`src/omp_diag.sv`:
```
// package of shared constants and the diagnostics controller for the management port
package omp_pkg;
  // =====================================================================
  // two-wire slave
  localparam logic [6:0]  DEV_ADDR    = 7'h50;   // bus address of the memory
  localparam int          ADDR_W      = 7;       // byte address width
  localparam logic [6:0]  WP_LIMIT    = 7'h10;   // bytes below this are read-only
  localparam int          MAP_BYTES   = 16;      // live diagnostic bytes
  localparam int          RAM_DEPTH   = 112;     // writable bytes above the limit
  localparam logic [5:0]  SYNC_RST    = 6'h03;   // scl and sda idle high
  localparam logic [4:0]  NR_CYCLES   = 5'h10;   // not-ready hold after a reset
  // =====================================================================
  // live map offsets
  localparam int          OFS_TEMP    = 'h00;    // two bytes each, high byte first
  localparam int          OFS_ALARM   = 'h0A;
  localparam int          OFS_WARN    = 'h0B;
  localparam int          OFS_STATUS  = 'h0C;
  localparam int          BIT_LOS     = 0;       // status byte bit positions
  localparam int          BIT_NR      = 1;
  localparam int          BIT_LASOFF  = 2;
  localparam int          BIT_STBY    = 3;
  // =====================================================================
  // factory limits, index 0 temperature, 1 bias, 2 tx power, 3 rx power, 4 supply
  localparam logic [4:0][15:0] ALARM_HI = {16'hF000, 16'hF000, 16'hF000, 16'hF000, 16'hF000};
  localparam logic [4:0][15:0] ALARM_LO = {16'h1000, 16'h1000, 16'h1000, 16'h1000, 16'h1000};
  localparam logic [4:0][15:0] WARN_HI  = {16'hE000, 16'hE000, 16'hE000, 16'hE000, 16'hE000};
  localparam logic [4:0][15:0] WARN_LO  = {16'h2000, 16'h2000, 16'h2000, 16'h2000, 16'h2000};
endpackage

`timescale 1ns/1ns
module omp_diag (
  input  wire logic                 clk_sys_in,
  input  wire logic                 nrst_in,
  input  wire logic [4:0][15:0]     monitor_in,
  input  wire logic                 rx_lost_in,
  input  wire logic                 not_ready_in,
  input  wire logic                 laser_off_in,
  input  wire logic                 standby_in,
  output logic      [15:0][7:0]     map_out,
  output logic                      int_req_out
);
  logic [4:0][15:0] val_r;
  logic [4:0]       alarm_w;
  logic [4:0]       warn_w;
  logic [15:0][7:0] map_nxt;

  // true when a value lies outside the given window
  function automatic logic out_of(input logic [15:0] v, input logic [15:0] lo,
                                  input logic [15:0] hi);
    out_of = (v > hi) || (v < lo);
  endfunction

  // =====================================================================
  // limit checks on the latched values
  // range flags
  for (genvar i = 0; i < 5; i++) begin : g_chk
    assign alarm_w[i] = out_of(val_r[i], omp_pkg::ALARM_LO[i], omp_pkg::ALARM_HI[i]);
    assign warn_w[i]  = out_of(val_r[i], omp_pkg::WARN_LO[i], omp_pkg::WARN_HI[i]);
  end

  // assemble the readable map
  always_comb begin
    map_nxt = '0;
    for (int i = 0; i < 5; i++) begin
      map_nxt[omp_pkg::OFS_TEMP + 2 * i]     = val_r[i][15:8];
      map_nxt[omp_pkg::OFS_TEMP + 2 * i + 1] = val_r[i][7:0];
    end
    map_nxt[omp_pkg::OFS_ALARM] = {3'h0, alarm_w};
    map_nxt[omp_pkg::OFS_WARN]  = {3'h0, warn_w};
    map_nxt[omp_pkg::OFS_STATUS][omp_pkg::BIT_LOS]    = rx_lost_in;
    map_nxt[omp_pkg::OFS_STATUS][omp_pkg::BIT_NR]     = not_ready_in;
    map_nxt[omp_pkg::OFS_STATUS][omp_pkg::BIT_LASOFF] = laser_off_in;
    map_nxt[omp_pkg::OFS_STATUS][omp_pkg::BIT_STBY]   = standby_in;
  end

  always_ff @(posedge clk_sys_in) begin
    if (!nrst_in) begin
      val_r       <= '0;
      map_out     <= '0;
      int_req_out <= 1'b0;
    end else begin
      val_r       <= monitor_in;
      map_out     <= map_nxt;
      int_req_out <= (|alarm_w) || (|warn_w) || rx_lost_in;
    end
  end
endmodule

```
`src/omp_port.sv`:
```
// management port of the optical module: two-wire slave, memory and control pins
`timescale 1ns/1ns
module omp_port (
  input  wire logic                 clk_sys_in,
  input  wire logic                 nrst_in,
  input  wire logic                 deselect_in,
  input  wire logic                 scl_in,
  input  wire logic                 sda_in,
  output logic                      sda_out,
  output logic                      sda_oe_out,
  output logic                      int_n_out,
  input  wire logic                 laser_off_request_in,
  output logic                      laser_off_out,
  output logic                      module_absent_out,
  input  wire logic                 power_down_in,
  output logic                      standby_out,
  output logic                      module_not_ready_ind_out,
  input  wire logic                 rx_light_in,
  output logic                      rx_signal_lost_ind_out,
  input  wire logic                 ref_clock_in_p,
  input  wire logic                 ref_clock_in_n,
  input  wire logic [4:0][15:0]     monitor_in
);
  typedef enum logic [2:0] {
    ST_IDLE, ST_ADDR, ST_PTR, ST_WDATA, ST_ACK, ST_RDATA, ST_MACK, ST_RLOAD
  } omp_state_t;

  logic [5:0]       meta_r;
  logic [5:0]       sync_r;
  logic [5:0]       dly_r;
  omp_state_t       st_r;
  omp_state_t       after_r;
  logic [2:0]       cnt_r;
  logic [7:0]       shift_r;
  logic             oe_r;
  logic             ack_ph_r;
  logic [6:0]       ptr_r;
  logic [7:0]       ram_r [omp_pkg::RAM_DEPTH];
  logic [4:0]       nr_cnt_r;
  logic             nr_r;
  logic             standby_r;
  logic             laser_off_r;
  logic             los_r;
  logic [15:0][7:0] map_w;
  logic             int_req_w;

  // =====================================================================
  // input synchronisers and edge detection
  wire [5:0] raw_w = {rx_light_in, laser_off_request_in, power_down_in,
                      deselect_in, sda_in, scl_in};

  // two flops per pin, then one delay flop for edges
  always_ff @(posedge clk_sys_in) begin
    if (!nrst_in) begin
      meta_r <= omp_pkg::SYNC_RST;
      sync_r <= omp_pkg::SYNC_RST;
      dly_r  <= omp_pkg::SYNC_RST;
    end else begin
      meta_r <= raw_w;
      sync_r <= meta_r;
      dly_r  <= sync_r;
    end
  end

  wire scl_s       = sync_r[0];
  wire sda_s       = sync_r[1];
  wire desel_s     = sync_r[2];
  wire pd_s        = sync_r[3];
  wire laser_req_s = sync_r[4];
  wire light_s     = sync_r[5];
  wire scl_rise    = scl_s & ~dly_r[0];
  wire scl_fall    = ~scl_s & dly_r[0];
  wire start_w     = scl_s & dly_r[0] & ~sda_s & dly_r[1];
  wire stop_w      = scl_s & dly_r[0] & sda_s & ~dly_r[1];
  wire pd_fall     = ~pd_s & dly_r[3];
  wire mod_rst     = ~nrst_in | pd_fall;

  // =====================================================================
  // byte decode and memory access
  wire             last_bit  = (cnt_r == 3'h7);
  wire [7:0]       rx_byte_w = {shift_r[6:0], sda_s};
  wire             ctl_evt   = desel_s | stop_w | start_w;
  wire             low_area  = (ptr_r < omp_pkg::WP_LIMIT);
  wire [6:0]       ram_idx   = 7'(ptr_r - omp_pkg::WP_LIMIT);
  wire [7:0]       rd_byte_w = low_area ? map_w[ptr_r[3:0]] : ram_r[ram_idx];
  // writes only above the protected bytes
  wire             mem_we    = (st_r == ST_WDATA) & scl_rise & last_bit & ~ctl_evt
                               & ~low_area;
  wire             addr_hit  = (rx_byte_w[7:1] == omp_pkg::DEV_ADDR);

  // =====================================================================
  // two-wire slave sequencer
  always_ff @(posedge clk_sys_in) begin
    if (mod_rst) begin
      st_r     <= ST_IDLE;
      after_r  <= ST_IDLE;
      cnt_r    <= 3'h0;
      shift_r  <= 8'h00;
      oe_r     <= 1'b0;
      ack_ph_r <= 1'b0;
      ptr_r    <= 7'h00;
    end else if (desel_s || stop_w) begin
      st_r <= ST_IDLE;
      oe_r <= 1'b0;
    end else if (start_w) begin
      st_r  <= ST_ADDR;
      cnt_r <= 3'h0;
      oe_r  <= 1'b0;
    end else begin
      case (st_r)
        // shift in on the rising edge
        ST_ADDR, ST_PTR, ST_WDATA: begin
          if (scl_rise) begin
            shift_r  <= rx_byte_w;
            cnt_r    <= 3'(cnt_r + 3'h1);
            ack_ph_r <= 1'b0;
            if (last_bit) begin
              st_r <= ST_ACK;
              if (st_r == ST_ADDR) begin
                after_r <= rx_byte_w[0] ? ST_RLOAD : ST_PTR;
                if (!addr_hit) begin
                  st_r <= ST_IDLE;
                end
              end else if (st_r == ST_PTR) begin
                ptr_r   <= rx_byte_w[6:0];
                after_r <= ST_WDATA;
              end else begin
                ptr_r   <= 7'(ptr_r + 7'h01);
                after_r <= ST_WDATA;
              end
            end
          end
        end
        ST_ACK: begin
          if (scl_fall) begin
            if (!ack_ph_r) begin
              oe_r     <= 1'b1;
              ack_ph_r <= 1'b1;
            end else if (after_r == ST_RLOAD) begin
              oe_r    <= ~rd_byte_w[7];
              shift_r <= {rd_byte_w[6:0], 1'b0};
              cnt_r   <= 3'h0;
              st_r    <= ST_RDATA;
            end else begin
              oe_r  <= 1'b0;
              cnt_r <= 3'h0;
              st_r  <= after_r;
            end
          end
        end
        // next bit after the falling edge
        ST_RDATA: begin
          if (scl_fall) begin
            oe_r    <= ~shift_r[7];
            shift_r <= {shift_r[6:0], 1'b0};
          end else if (scl_rise) begin
            cnt_r <= 3'(cnt_r + 3'h1);
            if (last_bit) begin
              st_r  <= ST_MACK;
              ptr_r <= 7'(ptr_r + 7'h01);
            end
          end
        end
        // host acknowledge: low continues, high ends the read
        ST_MACK: begin
          if (scl_fall) begin
            oe_r <= 1'b0;
          end else if (scl_rise) begin
            st_r <= sda_s ? ST_IDLE : ST_RLOAD;
          end
        end
        // sequential read of the next byte
        ST_RLOAD: begin
          if (scl_fall) begin
            oe_r    <= ~rd_byte_w[7];
            shift_r <= {rd_byte_w[6:0], 1'b0};
            cnt_r   <= 3'h0;
            st_r    <= ST_RDATA;
          end
        end
        default: begin
          st_r <= ST_IDLE;
        end
      endcase
    end
  end

  always_ff @(posedge clk_sys_in) begin
    if (mod_rst) begin
      for (int i = 0; i < omp_pkg::RAM_DEPTH; i++) begin
        ram_r[i] <= 8'h00;
      end
    end else if (mem_we) begin
      ram_r[ram_idx] <= rx_byte_w;
    end
  end

  // =====================================================================
  // control and status pins
  // not ready until the reset settles
  always_ff @(posedge clk_sys_in) begin
    if (mod_rst) begin
      nr_cnt_r <= 5'h00;
      nr_r     <= 1'b1;
    end else begin
      if (nr_cnt_r != omp_pkg::NR_CYCLES) begin
        nr_cnt_r <= 5'(nr_cnt_r + 5'h01);
      end
      nr_r <= (nr_cnt_r != omp_pkg::NR_CYCLES) | pd_s;
    end
  end

  // laser off, standby, loss of light
  always_ff @(posedge clk_sys_in) begin
    if (!nrst_in) begin
      standby_r   <= 1'b0;
      laser_off_r <= 1'b1;
      los_r       <= 1'b1;
    end else begin
      standby_r   <= pd_s;
      laser_off_r <= laser_req_s | pd_s;
      los_r       <= ~light_s;
    end
  end

  // diagnostics controller holds the live map
  omp_diag u_diag (
    .clk_sys_in   (clk_sys_in),
    .nrst_in      (~mod_rst),
    .monitor_in   (monitor_in),
    .rx_lost_in   (los_r),
    .not_ready_in (nr_r),
    .laser_off_in (laser_off_r),
    .standby_in   (standby_r),
    .map_out      (map_w),
    .int_req_out  (int_req_w)
  );

  // reference clock pins are left unused
  assign sda_out                  = 1'b0;             // open drain, only the enable moves
  assign sda_oe_out               = oe_r;
  // interrupt pin from the alarm, warning and loss-of-signal flags
  assign int_n_out                = ~int_req_w;
  assign laser_off_out            = laser_off_r;
  assign module_absent_out        = 1'b0;
  assign standby_out              = standby_r;
  assign module_not_ready_ind_out = nr_r;
  assign rx_signal_lost_ind_out   = los_r;
endmodule

```
`config.mk`:
```
export PLATFORM = sky130hd
export DESIGN_NAME = omp_port
export DESIGN_NICKNAME = d
export VERILOG_FILES = /design/src/omp_diag.sv /design/src/omp_port.sv
export SDC_FILE = /design/constraint.sdc
export NUM_CORES = 2
export LEC_CHECK = 0
export BUFFER_PORTS_ARGS = -buffer_cell sky130_fd_sc_hd__buf_2
export CORE_ASPECT_RATIO = 1.4
export CORE_MARGIN = 2
export CORE_UTILIZATION = 36
export DETAILED_ROUTE_END_ITERATION = 10
export PLACE_DENSITY = 0.57
export SYNTH_ARGS = -nofsm -noshare
export SYNTH_HDL_FRONTEND = slang
export SYNTH_HIERARCHICAL = 1
export SYNTH_SLANG_ARGS = --single-unit
export TNS_END_PERCENT = 5
```
`constraint.sdc`:
```
create_clock -name clk_sys_in -period 5.1 [get_ports clk_sys_in]
set_input_delay 0.51 -clock clk_sys_in [delete_from_list [all_inputs] [get_ports clk_sys_in]]
set_output_delay 0.51 -clock clk_sys_in [all_outputs]
set_load 0.01 [all_outputs]
```
==> flow_summary.ini <==
[setup_path]
critPathMaxStageDelay_ns = 0.98
cp_cell_sequence = inv_1, ha_1, xor2_1, buf_4, nor2_1, nand2_1, o21ai_0, buf_4
cp-start-kind = flop
critical_path_class = flop to flop
slowest_stage = nor2_1
end_kind = flop
crit_family = simple AND/OR/NAND/NOR gates
cp_num_buf_inv = 3
cpMostUsedCell = buf_4
worstPathRequired_ns = 5.56
crit_arrival_ns = 4.62
critPathMaxFanout = 12

[final_layout]
layout.nets = 4549
fin_cells = 6526
areaGrowthSynthToFinish_pct = 14.6
drive_gt1_frac = 0.173
nFillCells = 14000
utilization = 0.414
multiInputGateArea_sq_mm = 0.0184
regArea_sq_mm = 0.0353

[synth]
synth-compound-area-share = 0.0939
synth_area_leaders = edfxtp_1 (56%), and2_1 (12%), dfxtp_1 (8.1%), mux4_2 (2.4%), mux2_2 (1.9%)
yosys_most_used_dff = edfxtp_1
ys_ff_latch = 1248
synthCells = 4252
syn_area_per_cell_sq_um = 13.0
synth_area_leader_cell = edfxtp_1
yosysWarnings = 6
synth.distinct_cells = 86
muxShareOfSynthArea = 0.0615
yosys.area.top_type_share = 0.557
synth_top_family_by_area = simple AND/OR/NAND/NOR gates
netlist_area_sq_mm = 0.0553
synth_xor_area_frac = 0.00111
synth_edf_count = 1024
synthAdderAreaFrac = 0.00159
yosysSeqAreaShare = 0.638
synthSimpleGateAreaFrac = 0.170
async_reset_ff_frac = 0

[clocking]
clk_latency_ns = 0.76
cts.htree.levels = 3
cts.path.max_buffers = 3
root_buffer = clkbuf_16
cts_buffers = 112
cts_sinks = 1248
clk_pin_slew_ns = 0.07
cts_tree = built

[detailed_routing]
drt_iter0_drc = 3851
vias = 36700
first_pass_iters = 7
wirelength_um = 187000
remaining_drc_errors = 0
via_per_inst = 5.63
postRouteAntennaNets = 0
wl_per_cell_um = 28.6

[place]
hpwl_um = 120000
port_buffers = 93
gp_congestion = 0.908
dp_cells = 6230

[floorplanning]
die_h_um = 468
fp.dieW_um = 335
start_util = 0.361
rows = 170
core_sq_mm = 0.153
io_pins = 98
die_area_sq_mm = 0.157

[global_route]
grt_max_degree = 100
track_usage = 0.235
antenna_found_initial = 4
grt_overflow = 0
grt_pass1_vias = 36400
grt_pass1_wl_um = 265000

[run]
cap_violations = 0

[sta]
slew_headroom = 0.0994
hold_viol = 0
tns_ns = 0
min_period_ns = 4.16
setup_viol = 0
clock_skew_ns = 0.0288
hold_slack_ns = 0.0719
rsz0062_at_grt = no
max_freq_mhz = 241
slew_viol_final = 0
min_period_over_period = 0.815
tightest_slew_ns = 1.34

[pwr]
p_leak_nw = 22.7
power.internal_mw = 16.2
swShare = 0.219
ir_worst_vdd_uv = 297
total_switching_power_mw = 4.54
combPwrFrac = 0.034
seq_power_share = 0.550
p_per_area_mw_per_mm2 = 327
clockPowerShare = 0.416

[run_status]
outcome = completed

[hold_path]
holdCritPathClass = primary input to flop
-- path summary, 6_finish.rpt --
path                            depth (start not counted)      start  slack (ns)                      to
worst min register to register                          1  sync_r[5]        0.39  rx_signal_lost_ind_out
worst max register to register                          8   ptr_r[5]        0.94            ram_r[56][2]
worst min-delay path                                    2    nrst_in        0.07  rx_signal_lost_ind_out
worst max-delay path                                    8   ptr_r[5]        0.94            ram_r[56][2]
-- sequential cells by signal (all words and copies together) (netlist names), 5 cells and up --
signal and count:
meta_r 6, sync_r 6, u_diag/map_out 94, shift_r 8, nr_cnt_r 5, ram_r 1024
ptr_r 7, u_diag/map_nxt 80
-- cell type report --
class | instances | share of cell area
antenna | 4 | 0.000158
inverter | 21 | 0.00136
sequential | 1248 | 0.557
clock inverter | 70 | 0.00966
tap | 1978 | 0.0391
timing repair buffer | 435 | 0.0545
clock buffer | 136 | 0.0480
multi-input combinational | 2634 | 0.290
-- cells in the final DEF, fill, tap and decap left out, types with 15 or more instances in the layout --
| cell | count |
|---|---|
| nand2_1 | 103 |
| mux4_2 | 59 |
| o22ai_1 | 15 |
| a22o_1 | 38 |
| mux2i_1 | 100 |
| a221o_1 | 39 |
| buf_4 | 240 |
| a22oi_1 | 103 |
| edfxtp_1 | 1024 |
| clkbuf_1 | 16 |
| conb_1 | 36 |
| dfxtp_1 | 211 |
| a211oi_1 | 25 |
| dlygate4sd3_1 | 86 |
| buf_2 | 93 |
| a221oi_1 | 107 |
| nor3_1 | 53 |
| nand4_1 | 24 |
| clkbuf_16 | 118 |
| a21oi_1 | 91 |
| nand3_1 | 41 |
| mux2_2 | 95 |
| nand2b_1 | 20 |
| clkinv_2 | 24 |
| nor2_2 | 52 |
| buf_12 | 16 |
| a31oi_1 | 21 |
| nor2_1 | 146 |
| clkinv_1 | 23 |
| nor4_1 | 22 |
| and2_1 | 1036 |
| o21ai_0 | 180 |
-- cell usage after synthesis (52+ instances only) --
cell / number
and2_1: 1035
edfxtp_1: 1024
clkbuf_1: 235
dfxtp_1: 224
o21ai_0: 180
nor2_1: 148
a221oi_1: 107
a22oi_1: 103
nand2_1: 103
mux2i_1: 100
mux2_2: 95
a21oi_1: 91
buf_2: 77
mux4_2: 59
nor3_1: 55
nor2_2: 52
-- metal layers --
layer	vias to the layer above	track usage	wire length, um
li1	16000	-	-
met1	18600	0.279	68400
met2	1733	0.408	93400
met3	426	0.0331	12900
met4	6	0.136	11800
met5	-	0	41
-- metrics by stage --
stage / instance area [sq um] / power [mW] / setup slack, ns
after global routing: 63300 / 21.2 / 0.882
after global placement: 58800 / 12.3 / 0.978
after floorplan: 55400 / 11.9 / 1.45
after detailed placement: 58800 / 12.3 / 0.892
after CTS: 63300 / 20.8 / 1.01
final: 63300 / 20.7 / 0.945
-- logic make-up after synthesis --
kind of cell	Yosys count
AOI/OAI and AO/OA	736
and+or+nand+nor	1594
buffers and inverters	404
DFF	1248
xor gates and xnor gates	7
adders and majority gates	7
muxes	254
other	2
-- what timing repair did --
| item | 4_1_cts | 5_1_grt |
|---|---|---|
| hold buffers | 86 | 0 |
| endpoints found under the setup margin | 0 | 0 |
| buffers inserted | 0 | 0 |
| resized for setup | 0 | 0 |
| hold endpoints to repair | 86 | 0 |
-- power by group through the flow --
stage / sequential [mW] / combinational (mW) / clock, mW
after detailed placement: 11.6 / 0.649 / 0
after floorplan: 11.6 / 0.374 / 0
final: 11.4 / 0.704 / 8.61
after global routing: 11.4 / 0.755 / 9.06
after global placement: 11.6 / 0.640 / 0
after CTS: 11.4 / 0.702 / 8.70
(Power assumes the default switching activity.)
